==> config.mk <==
export PLATFORM = sky130hd
export DESIGN_NAME = switch_check
export DESIGN_NICKNAME = d
export VERILOG_FILES = /design/src/switch_check.v
export VERILOG_INCLUDE_DIRS = /design/src /design/src/src
export SDC_FILE = /design/constraint.sdc
export NUM_CORES = 1
export LEC_CHECK = 0
export ABC_AREA = 1
export ABC_CLOCK_PERIOD_IN_PS = 2050
export BUFFER_PORTS_ARGS = -buffer_cell sky130_fd_sc_hd__buf_2
export CAP_MARGIN = 20
export CORE_ASPECT_RATIO = 0.9
export CORE_MARGIN = 3
export CORE_UTILIZATION = 36
export DETAILED_ROUTE_END_ITERATION = 10
export GPL_TIMING_DRIVEN = 0
export MAX_ROUTING_LAYER = met4
export PLACE_DENSITY = 0.85
export SLEW_MARGIN = 10
export SYNTH_ARGS = -nofsm -noshare
export SYNTH_HDL_FRONTEND = slang
export SYNTH_SLANG_ARGS = --single-unit
==> constraint.sdc <==
create_clock -name vclk -period 2.05
set_input_delay 0.41 -clock vclk [all_inputs]
set_output_delay 0.41 -clock vclk [all_outputs]
set_load 0.005 [all_outputs]
==> src/mode_switch_defs.vh <==
// Constants for the real/virtual mode switch interlock checker
//
// Contract
// Rising request with controller or motion processor not ready: refuse, code 0201.
// Rising request with all-axes servo-on command off: refuse, code 0202.
// Rising request with forced stop active: refuse, code 0203.
// Rising request during servo start after error reset: refuse, code 0204.
// Rising request with non-roller axis home return request on: refuse, code 0300.
// Rising request with any axis servo error detected: refuse, code 0400.
// Rising request with non-roller unit mismatch: refuse, code 0500.
// Rising request with cam output but no cam data: refuse, code 0600.
// Rising request with cam number setting zero: refuse, code 0800. Checked only when some axis selects a cam.
// Cam stroke outside 1 to 2^31-1: refuse, code 0900. Checked only when some axis selects a cam.
// Cam stroke odd: refuse, code 0B00. Checked only when some axis selects a cam.
// Real mode axis configuration invalid: refuse, code 0C00.
// In virtual mode, controller or processor not ready: back to real, code F002.
// In virtual mode, servo error detect change: back to real, code F001.
// In virtual mode, forced stop active: back to real, code F000.
// Codes 0201-0204 and F000-F002 leave error axis info untouched.
// Sequence program waits for servo error detect off before requesting again. The bench model waits only after an error reset, and for at most 8 cycles.
// Request edge while any axis moving: refuse, 0001 rising, 0100 falling.
// Checks run once per rising edge; one code stored by fixed priority.
`ifndef MODE_SWITCH_DEFS_VH
`define MODE_SWITCH_DEFS_VH

`define NUM_AXES        8

// Register byte offsets
`define REG_STATUS      6'h00
`define REG_ERR_CODE    6'h04
`define REG_AXIS_LO     6'h08
`define REG_AXIS_HI     6'h0c
`define REG_ROLLER      6'h10
`define REG_CAM_SEL     6'h14
`define REG_CAM_LOADED  6'h18
`define REG_UNIT_DIFF   6'h1c
`define REG_CAM_NO      6'h20
`define REG_CAM_STROKE  6'h24
`define REG_REAL_CFG    6'h28
`define REG_IRQ_STAT    6'h2c
`define REG_IRQ_CLR     6'h30
`define REG_IRQ_EN      6'h34

// Interrupt status bit positions
`define IRQ_REFUSED     0
`define IRQ_ENTERED     1
`define IRQ_FORCED      2
`define IRQ_LEFT        3
`define IRQ_W           4

// Reset values
`define RST_CODE        16'h0000
`define RST_REAL_CFG    1'b1

// Error codes
`define EC_NONE         16'h0000
`define EC_NOT_STOP_ON  16'h0001
`define EC_NOT_STOP_OFF 16'h0100
`define EC_NOT_READY    16'h0201
`define EC_SERVO_OFF    16'h0202
`define EC_FSTOP        16'h0203
`define EC_SERVO_START  16'h0204
`define EC_HOME_REQ     16'h0300
`define EC_SERVO_ERR    16'h0400
`define EC_UNIT         16'h0500
`define EC_NO_CAM       16'h0600
`define EC_CAM_NO       16'h0800
`define EC_STROKE_RNG   16'h0900
`define EC_STROKE_ODD   16'h0b00
`define EC_REAL_AXIS    16'h0c00
`define EC_V_FSTOP      16'hf000
`define EC_V_SERVO      16'hf001
`define EC_V_READY      16'hf002

`endif

==> src/switch_check.v <==
// Combinational switch checks: picks one code by fixed priority plus the failing axes
`timescale 1ns/1ps
`include "mode_switch_defs.vh"
module switch_check (
	// Flags
	input  wire                  ctrl_rdy_i,
	input  wire                  mp_rdy_i,
	input  wire                  servo_on_i,
	input  wire                  fstop_i,
	// Per-axis state
	input  wire [`NUM_AXES-1:0]  moving_i,
	input  wire [`NUM_AXES-1:0]  err_reset_i,
	input  wire [`NUM_AXES-1:0]  err_det_i,
	input  wire [`NUM_AXES-1:0]  home_req_i,
	// Configuration
	input  wire [`NUM_AXES-1:0]  roller_i,
	input  wire [`NUM_AXES-1:0]  cam_sel_i,
	input  wire [`NUM_AXES-1:0]  cam_loaded_i,
	input  wire [`NUM_AXES-1:0]  unit_diff_i,
	input  wire [15:0]           cam_no_i,
	input  wire [31:0]           cam_stroke_i,
	input  wire                  real_cfg_ok_i,
	// Result
	output reg  [15:0]           code_o,
	output reg  [`NUM_AXES-1:0]  axes_o
);
	wire [`NUM_AXES-1:0] home_fail;
	wire [`NUM_AXES-1:0] unit_fail;
	wire [`NUM_AXES-1:0] cam_fail;
	wire                 cam_used;

	genvar g;
	generate
		for (g = 0; g < `NUM_AXES; g = g + 1)
		begin : g_axis
			assign home_fail[g] = home_req_i[g] & ~roller_i[g];
			assign unit_fail[g] = unit_diff_i[g] & ~roller_i[g];
			assign cam_fail[g]  = cam_sel_i[g] & ~cam_loaded_i[g];
		end
	endgenerate

	// Cam number and stroke settings only matter when some axis drives a cam
	assign cam_used = |cam_sel_i;

	always @*
	begin
		code_o = `EC_NONE;
		axes_o = {`NUM_AXES{1'b0}};
		if (|moving_i)
		begin
			code_o = `EC_NOT_STOP_ON;
			axes_o = moving_i;
		end
		else if (!ctrl_rdy_i || !mp_rdy_i)
			code_o = `EC_NOT_READY;
		else if (!servo_on_i)
			code_o = `EC_SERVO_OFF;
		else if (fstop_i)
			code_o = `EC_FSTOP;
		else if (|err_reset_i)
			code_o = `EC_SERVO_START;
		else if (|home_fail)
		begin
			code_o = `EC_HOME_REQ;
			axes_o = home_fail;
		end
		else if (|err_det_i)
		begin
			code_o = `EC_SERVO_ERR;
			axes_o = err_det_i;
		end
		else if (|unit_fail)
		begin
			code_o = `EC_UNIT;
			axes_o = unit_fail;
		end
		else if (|cam_fail)
		begin
			code_o = `EC_NO_CAM;
			axes_o = cam_fail;
		end
		else if (cam_used && cam_no_i == 16'h0000)
			code_o = `EC_CAM_NO;
		else if (cam_used && (cam_stroke_i == 32'h0000_0000 || cam_stroke_i[31]))
			code_o = `EC_STROKE_RNG;
		else if (cam_used && cam_stroke_i[0])
			code_o = `EC_STROKE_ODD;
		else if (!real_cfg_ok_i)
			code_o = `EC_REAL_AXIS;
	end
endmodule

==> results of run 1 <==
timing repair:
item	in CTS	in global routing
pin swaps	6	23
setup endpoints to repair	10	10
buffers inserted	4	10
hold buffers	0	0
resized for setup	6	37
routing by layer:
layer  share of wire (%)  vias to the layer above
li1                    -                     1099
met4                 1.4                        0
met1                  36                      861
met5                   0                        -
met3                  10                        8
met2                  52                      106
layout make-up:
type | count | share of cell area [%]
multi-input cells | 209 | 46.6
repair buffers | 146 | 37.1
inverters | 59 | 10.4
plain buffers | 10 | 3.55
well taps | 42 | 2.37
path summary, 6_finish.rpt:
kind	slack [ps]	end	cells past startpoint	from
worst min-delay path	1060	axes_o[1]	3	moving_i[1]
worst max-delay path	-30	code_o[11]	11	roller_i[5]
cell families after synthesis:
| logic type | count (synthesis) |
|---|---|
| AO/OA/AOI/OAI | 20 |
| AND/OR/NAND/NOR | 180 |
| other | 1 |
| buffers and inverters | 69 |
cell usage in the layout (no fill, tap or decap), types with 4 or more instances in the layout:
| cell type | count |
|---|---|
| a21oi_1 | 4 |
| buf_2 | 124 |
| buf_4 | 22 |
| buf_6 | 9 |
| conb_1 | 9 |
| inv_1 | 50 |
| inv_2 | 4 |
| inv_4 | 4 |
| nand2_1 | 64 |
| nand2_2 | 9 |
| nand3_1 | 9 |
| nand4_1 | 6 |
| nor2_1 | 65 |
| nor2_2 | 5 |
| nor2_4 | 6 |
| o21ai_1 | 4 |
where the power goes:
part,internal (mW),leakage (nW),switching (mW)
registers,0,0,0
clock network,0,0,0
logic,0.167,1.40,0.146
total,0.167,1.40,0.146
worst min-delay path: stages:
cell and delay, ps:
buf_8 80, a21o_1 70, buf_2 100
stage by stage:
step,utilization (%),hold slack [ps],instances,setup TNS [ps]
final,70.2,1060,466,-50.0
after global routing,70.2,1090,466,-809
after CTS,63.9,1070,456,-9.30
after detailed placement,62.3,1080,452,-963
after global placement,62.3,1070,452,-651
after floorplan,-,882,278,0
==> impl_results.md, run 1 <==
* Layout cells sized above 1 at 46.2%
* Largest net degree at the start of global routing at 11
* # IOs at ~140
* Minimum clock period at 2080 ps
* Most frequent cell after synthesis: nand2_1
* Filler Cells Inserted at around 290
* Simple logic cell fraction of the synthesized area at 64.9%
* GR Util met3 at 1.28%
* RSZ-0062 raised after global routing: true
* Clkbuf count at 0
* Share of the synthesized area in the top cell type at between 20% and 30%
* Critical Path, Cell by Cell: buf_6 > inv_4 > nand2_4 > nand2_2 > nor3b_2 > nand2_1 > buf_6 > nor3_4 > nand2_2 > a31oi_2 > buf_2
* Post-Synth Adder-Cell Area at 0%
* Routability congestion estimate at between 0.9 and 1
* Final Cell Area at 2220 sq um
* Post-synthesis xor/xnor area fraction at 0%
* Arrival time worst endpoint at between 1500 and 2000 ps
* Post-route clock period utilization at 101%
* Power, Total at 0.313 mW
* CP max-delay cell: nor3_4
* Dominant cells by area after synthesis: nand2_1, nor2_1, inv_1
* Failing checks: setup timing
* Synth Area in Compound Gates at 10.3%
* Setup violators final at 3
* CP startpoint kind: primary input
* Mapped cell area at approximately 1200 sq um
* Critical Path Max Stage Delay at 200 ps
* Global-route usage over all layers at 19.7%
* Commonest cells post-synth: nand2_1, nor2_1, inv_1
* Grt peak-use layer: met2
* Post-DP HPWL at 4100 um
* Final worst slack at -29.7 ps
* Hold crit path type: in2out
* P&R area growth vs syn at 81.0%
* Crit path max-delay family: simple AND/OR/NAND/NOR gates
* DP Worst Slack at -171 ps
* Hold Vio Cnt, Final at 0
* Req. time, crit path at 1640 ps
* Die X-Extent at 67.5 um
* Seq Cell Count at 0
* Met1 usage at 22.5%
* Register area at 0 sq um
* CORE AREA at approximately 3200 sq um
* Max VDD drop at 111 uV
* Port bufs at 132
* Seq/Total Area, Yosys at 0%
* Average wire per standard cell at 10.3 um
* Syn avg cell area at around 4.5 sq um
* Multi-input logic area at 1030 sq um
* Final WL at 4800 um
* M2 GR Usage at 39.1%
* Placed Area at 1970 sq um
* Fmax at ~480 MHz
* Die H at 61.4 um
* Initial antenna violation count at 0
* Final nets at 543
* Starting DRT DRC Count at 61
* Initial Util at 38.8%
* Antenna Nets Post-Route at 0
* First-pass GRT wire length at 6380 um
* Yosys top cell by area: nand2_1
* Mapped Cells at 270
* Syn. warnings at 0
* Main combinational cell family by area after synthesis: simple AND/OR/NAND/NOR gates
* Vias in the first global route at 1,631
* DRC violation count after routing at 0
* Via count at roughly 2,100
* Die area at 4140 sq um
* FP Rows at 19
* Critical path fanouts, max at 7
* Buf+Inv Stages, Crit Path at 4
* Cell variety after synth at 29
* DRT Pass-1 Iters at 4
* Vias/cell at 4.45
* Critical Path End Type: primary output
* Status: complete, but fails checks
* Multiplexer area fraction after synthesis at 0%
* PD cells at 141 nW/um^2
* P_leak at 1.40 nW
* Slew Viols, Final at 0
* Setup Crit Path Kind: in2out
* Max-cap violations at 0
* Grt ovf at 0
* N_diodes at 0
(Power assumes the default switching activity.)
==> run 2, diff against run 1 <==
--- a/config.mk
+++ b/config.mk
@@ -17,7 +17,9 @@
 export GPL_TIMING_DRIVEN = 0
 export MAX_ROUTING_LAYER = met4
 export PLACE_DENSITY = 0.85
+export RECOVER_POWER = 100
 export SLEW_MARGIN = 10
 export SYNTH_ARGS = -nofsm -noshare
 export SYNTH_HDL_FRONTEND = slang
 export SYNTH_SLANG_ARGS = --single-unit
+export TNS_END_PERCENT = 1
==> constraint.sdc (replaced) <==
create_clock -name vclk -period 2.05
set_input_delay 0.205 -clock vclk [all_inputs]
set_output_delay 0.205 -clock vclk [all_outputs]
set_load 0.005 [all_outputs]
==> run 2 against run 1 <==
Compared with the run above: the flow now finishes without violations; largest power group unchanged; fmax is 13% higher; cell count decreased by 3.0%; sequential cell count unchanged.
==> impl_results.md, run 2 (synthesis gave the netlist of run 1 again) <==
* Status: finished clean
* Clkbuf count at 0 (unchanged)
* Post-DP HPWL at 4100 um (unchanged)
* Via count at 1,952 (-5.9%)
* Port bufs at 132 (unchanged)
* Post-route clock period utilization at 89.8% (-12 points)
* Final Cell Area at 1950 sq um (-12%)
* Minimum clock period at 1840 ps (-240 ps)
* CP startpoint kind: primary input
* Hold_buf cts at 0 (unchanged)
* PostCTS Resize Cnt at 0 (-6)
* Starting DRT DRC Count at 25 (-59%)
* Commonest non-fill, non-tap cell in the layout: buf_2
* Die H at 61.4 um (unchanged)
* RSZ-0062 raised after global routing: false
* Die area at 4140 sq um (unchanged)
* Routability congestion estimate at 0.909 (unchanged)
* P&R area growth vs syn at 58.8%
* Hold Vio Cnt, Final at 0 (unchanged)
* Initial Util at 38.8% (unchanged)
* N_diodes at 0 (unchanged)
* Req. time, crit path at 1850 ps (+210 ps)
* Commonest non-fill, non-tap cells in the layout: buf_2, nand2_1, nor2_1
* P_leak at 1.26 nW (-10%)
* Final WL at 4350 um (-9.5%)
* Initial antenna violation count at 0 (unchanged)
* Vias in the first global route at 1,603 (-1.7%)
* Antenna Nets Post-Route at 0 (unchanged)
* Slew Viols, Final at 0 (unchanged)
* DRC violation count after routing at 0 (unchanged)
* Fmax at 544 MHz (+13%)
* Critical path fanouts, max at 6 (-1)
* Setup Crit Path Kind: in2out
* Setup violators final at 0 (-3)
* First-pass GRT wire length at 6260 um (-1.8%)
* FP Rows at 19 (unchanged)
* Average wire per standard cell at 9.61 um (-6.7%)
* Final worst slack at 210 ps (+240 ps)
* Final nets at 529 (-2.6%)
* Seq Cell Count at 0 (unchanged)
* Hold crit path type: in2out
* Max VDD drop at 94.6 uV (-15%)
* DP Worst Slack at 239 ps (+410 ps)
* Grt ovf at 0 (unchanged)
* Die X-Extent at 67.5 um (unchanged)
* PD cells at 138 nW/um^2 (-2.0%)
* CORE AREA at 3160 sq um (unchanged)
* TNS Setup at 0 ps (+50.0 ps)
* Vias/cell at 4.32 (-3.0%)
* Placed Area at 1970 sq um (unchanged)
* Global-route usage over all layers at 19.4% (-0.36 points)
* Layout cells sized above 1 at 37.3% (-8.9 points)
* Register area at 0 sq um (unchanged)
* Arrival time worst endpoint at 1630 ps (-40 ps)
* # IOs at 141 (unchanged)
* DRT Pass-1 Iters at 4 (unchanged)
* Critical Path End Type: primary output
* Setup Fix Bufs, Post-CTS at 0 (-4)
* Max-cap violations at 0 (unchanged)
* Largest net degree at the start of global routing at 11 (unchanged)
[run 2: cell count changes in the layout (fill, tap and decap cells not counted), sizes merged]
cell / previous run / this run
buf: 156 / 134
clkbuf: 0 / 8
[run 2: through the flow]
step	instances	total power [mW]	util (%)	hold slack, ps
global route	452	0.307	61.6	697
floorplan	278	0.126	-	472
detailed placement	452	0.271	62.3	671
global placement	452	0.267	62.3	662
CTS	452	0.272	62.3	674
finish	452	0.269	61.6	670
[run 2: routing by layer]
metal  share of wire (%)  track usage, %  vias to the layer above
li1                    -               -                     1074
met1                  40            22.3                      798
met2                  51            38.1                       80
met3                 9.8            1.28                        0
met4                   0            1.16                        0
met5                   0               -                        -
[run 2: layout make-up]
class / instances / area [sq um]
repair buffers: 132 / 652
well taps: 42 / 52.6
multi-input cells: 209 / 942
fillers: 339 / 1210
plain buffers: 10 / 78.8
inverters: 59 / 221
[run 2: critical path, stage by stage]
cell and delay [ps]:
buf_2 100, nor2_1 190, nand4_1 210, nor2_1 200
nand2_2 110, nor2_4 160, inv_1 100, nor2_1 120
nand2_1 70, nand2_1 50, buf_2 100
[run 2: where the power goes]
group | total (mW) | leakage [nW] | switching (mW) | internal (mW)
Sequential | 0 | 0 | 0 | 0
Clock | 0 | 0 | 0 | 0
Combinational | 0.269 | 1.26 | 0.127 | 0.142
[run 2: path summary, 6_finish.rpt]
path  depth (start not counted)   startpoint         to
max                          11  moving_i[0]  axes_o[0]
min                           4  moving_i[2]  axes_o[2]
==> run 3, diff against run 2 <==
==> constraint.sdc (replaced) <==
create_clock -name vclk -period 2.05
set_input_delay 0.41 -clock vclk [all_inputs]
set_output_delay 0.41 -clock vclk [all_outputs]
set_load 0.005 [all_outputs]
==> run 3 against run 2 <==
Compared with the run above: the flow now finishes with violations (setup timing); highest routed layer is now met4; die area did not move; cell count rose by 2.7%; worst setup slack got worse by 220 ps; sequential cell count did not move; combinational power rose by 15%; critical path depth did not move; first-iteration DRC count rose by 36%; hold slack improved by 400 ps; largest cell class unchanged.
==> impl_results.md, run 3 (synthesis gave the netlist of run 1 again) <==
* Commonest non-fill, non-tap cell in the layout: buf_2
* Vias/cell at 4.42 (+2.5%)
* Switch Pwr at 0.144 mW (+13%)
* Initial Util at 38.8% (unchanged)
* Via count at 2,053 (+5.2%)
* Final worst slack at -9.35 ps (-219 ps)
* Average wire per standard cell at 10.2 um (+6.6%)
* Setup Crit Path Kind: in2out
* Seq Cell Count at 0 (unchanged)
* Die X-Extent at 67.5 um (unchanged)
* Setup violators final at 2 (+2)
* FP Rows at 19 (unchanged)
* Max-cap violations at 0 (unchanged)
* P_leak at 1.38 nW (+9.7%)
* Hold crit path type: in2out
* Post-DP HPWL at 4100 um (unchanged)
* Commonest non-fill, non-tap cells in the layout: buf_2, nand2_1, nor2_1
* Clock power frac at 0% (unchanged)
* Routability congestion estimate at 0.909 (unchanged)
* P&R area growth vs syn at 78.2%
* Clkbuf count at 0 (unchanged)
* Initial antenna violation count at 0 (unchanged)
* Hold Vio Cnt, Final at 0 (unchanged)
* Slew Viols, Final at 0 (unchanged)
* CP startpoint kind: primary input
* Grt peak-use layer: met2
* Die area at 4140 sq um (unchanged)
* Fmax at 486 MHz (-11%)
* Min-delay src: moving_i[1]
* Layout cells sized above 1 at 45.0% (+7.7 points)
* DRC violation count after routing at 0 (unchanged)
* Int Pwr at 0.165 mW (+16%)
* Combinational fraction of design power at 100.0% (about the same)
* PD cells at 141 nW/um^2 (+2.4%)
* Final nets at 541 (+2.3%)
* Die H at 61.4 um (unchanged)
* Post-Place Cells at 452 (unchanged)
* Met1 usage at 22.5% (+0.22 points)
* Failing checks: setup timing
* TNS Setup at -14.5 ps (-14.5 ps)
* Buf+Inv Stages, Crit Path at 4 (+1)
* M2 GR Usage at 39.1% (+0.97 points)
* First-pass GRT wire length at 6380 um (+1.9%)
* Global-route usage over all layers at 19.7% (+0.36 points)
* Critical path fanouts, max at 7 (+1)
* RSZ-0062 raised after global routing: true
* Antenna Nets Post-Route at 0 (unchanged)
* CORE AREA at 3160 sq um (unchanged)
* DRT Pass-1 Iters at 4 (unchanged)
* Crit path max-delay family: simple AND/OR/NAND/NOR gates
* Starting DRT DRC Count at 34 (+36%)
* Post-route clock period utilization at 100% (+11 points)
* Register area at 0 sq um (unchanged)
* Switch share at 46.6% (-0.68 points)
* Max VDD drop at 110 uV (+16%)
* Reg power frac at 0% (unchanged)
* Critical Path End Type: primary output
* Port bufs at 132 (unchanged)
* Placed Area at 1970 sq um (unchanged)
* Status: complete, but fails checks
* Critical Path Max Stage Delay at 200 ps (about the same)
* Critical Path, Cell by Cell: buf_6 > inv_4 > nand2_4 > nand2_2 > nor3b_2 > nand2_1 > buf_6 > nor3_4 > nand2_2 > a31oi_2 > buf_2
* Final Cell Area at 2180 sq um (+12%)
* N_diodes at 0 (unchanged)
* Final WL at 4750 um (+9.4%)
* Filler Cells Inserted at 292 (-14%)
* Largest net degree at the start of global routing at 11 (unchanged)
* Layout Utilization at 69.1% (+7.5 points)
* Minimum clock period at 2060 ps (+219 ps)
* Non-filler cells, final at 464 (+2.7%)
* CP max-delay cell: nor3_4
* Vias in the first global route at 1,631 (+1.7%)
* # IOs at 141 (unchanged)
* Grt ovf at 0 (unchanged)
* GR Util met3 at 1.28% (unchanged)
* Arrival time worst endpoint at 1650 ps (+20 ps)
* Crit path launch: roller_i[4]
* Req. time, crit path at 1640 ps (-210 ps)
-- run 3: changes by cell type in the layout (fill, tap and decap cells not counted), moves of 4 or more --
cell,delta
nor2_1,-7
nor2_2,+5
clkbuf_1,-5
buf_4,+12
inv_4,+4
nand2_1,-6
buf_6,+8
-- run 3: per-stage QoR --
| step | power [mW] | hold slack [ps] | setup WS, ps |
|---|---|---|---|
| global placement | 0.267 | 1070 | -140 |
| detailed placement | 0.271 | 1080 | -171 |
| global route | 0.346 | 1090 | -100 |
| CTS | 0.277 | 1070 | -9.30 |
| floorplan | 0.126 | 882 | 329 |
| finish | 0.309 | 1070 | -9.35 |
-- run 3: metal layers --
layer	vias up	share of wire [%]
li1	1095	-
met3	8	9.6
met2	97	51
met5	-	0
met4	0	1.6
met1	853	38
-- run 3: power groups by stage --
stage | clock [mW] | combinational (mW) | sequential (mW)
after floorplan | 0 | 0.126 | 0
after global placement | 0 | 0.267 | 0
after detailed placement | 0 | 0.271 | 0
after CTS | 0 | 0.277 | 0
after global routing | 0 | 0.346 | 0
final | 0 | 0.309 | 0
-- run 3: worst paths after layout --
kind,depth (start not counted),end
setup / recovery,11,code_o[11]
hold / removal,3,axes_o[1]
-- run 3: worst min-delay path, stage by stage --
cell    delay, ps
buf_6          80
a21o_1         70
buf_2         100
-- run 3: repair_timing --
item | 4_1_cts | 5_1_grt
setup endpoints to repair | 10 | 10
setup buffers | 4 | 8
pin swaps | 6 | 18
hold buffers | 0 | 0
gates resized for setup | 6 | 30
-- run 3: area by class of cell --
| cell class | count | area (sq um) | share of cell area [%] |
|---|---|---|---|
| inverter | 59 | 231 | 10.6 |
| timing repair buffer | 144 | 798 | 36.5 |
| tap | 42 | 52.6 | 2.41 |
| buffer | 10 | 78.8 | 3.61 |
| multi-input combinational | 209 | 1020 | 46.8 |
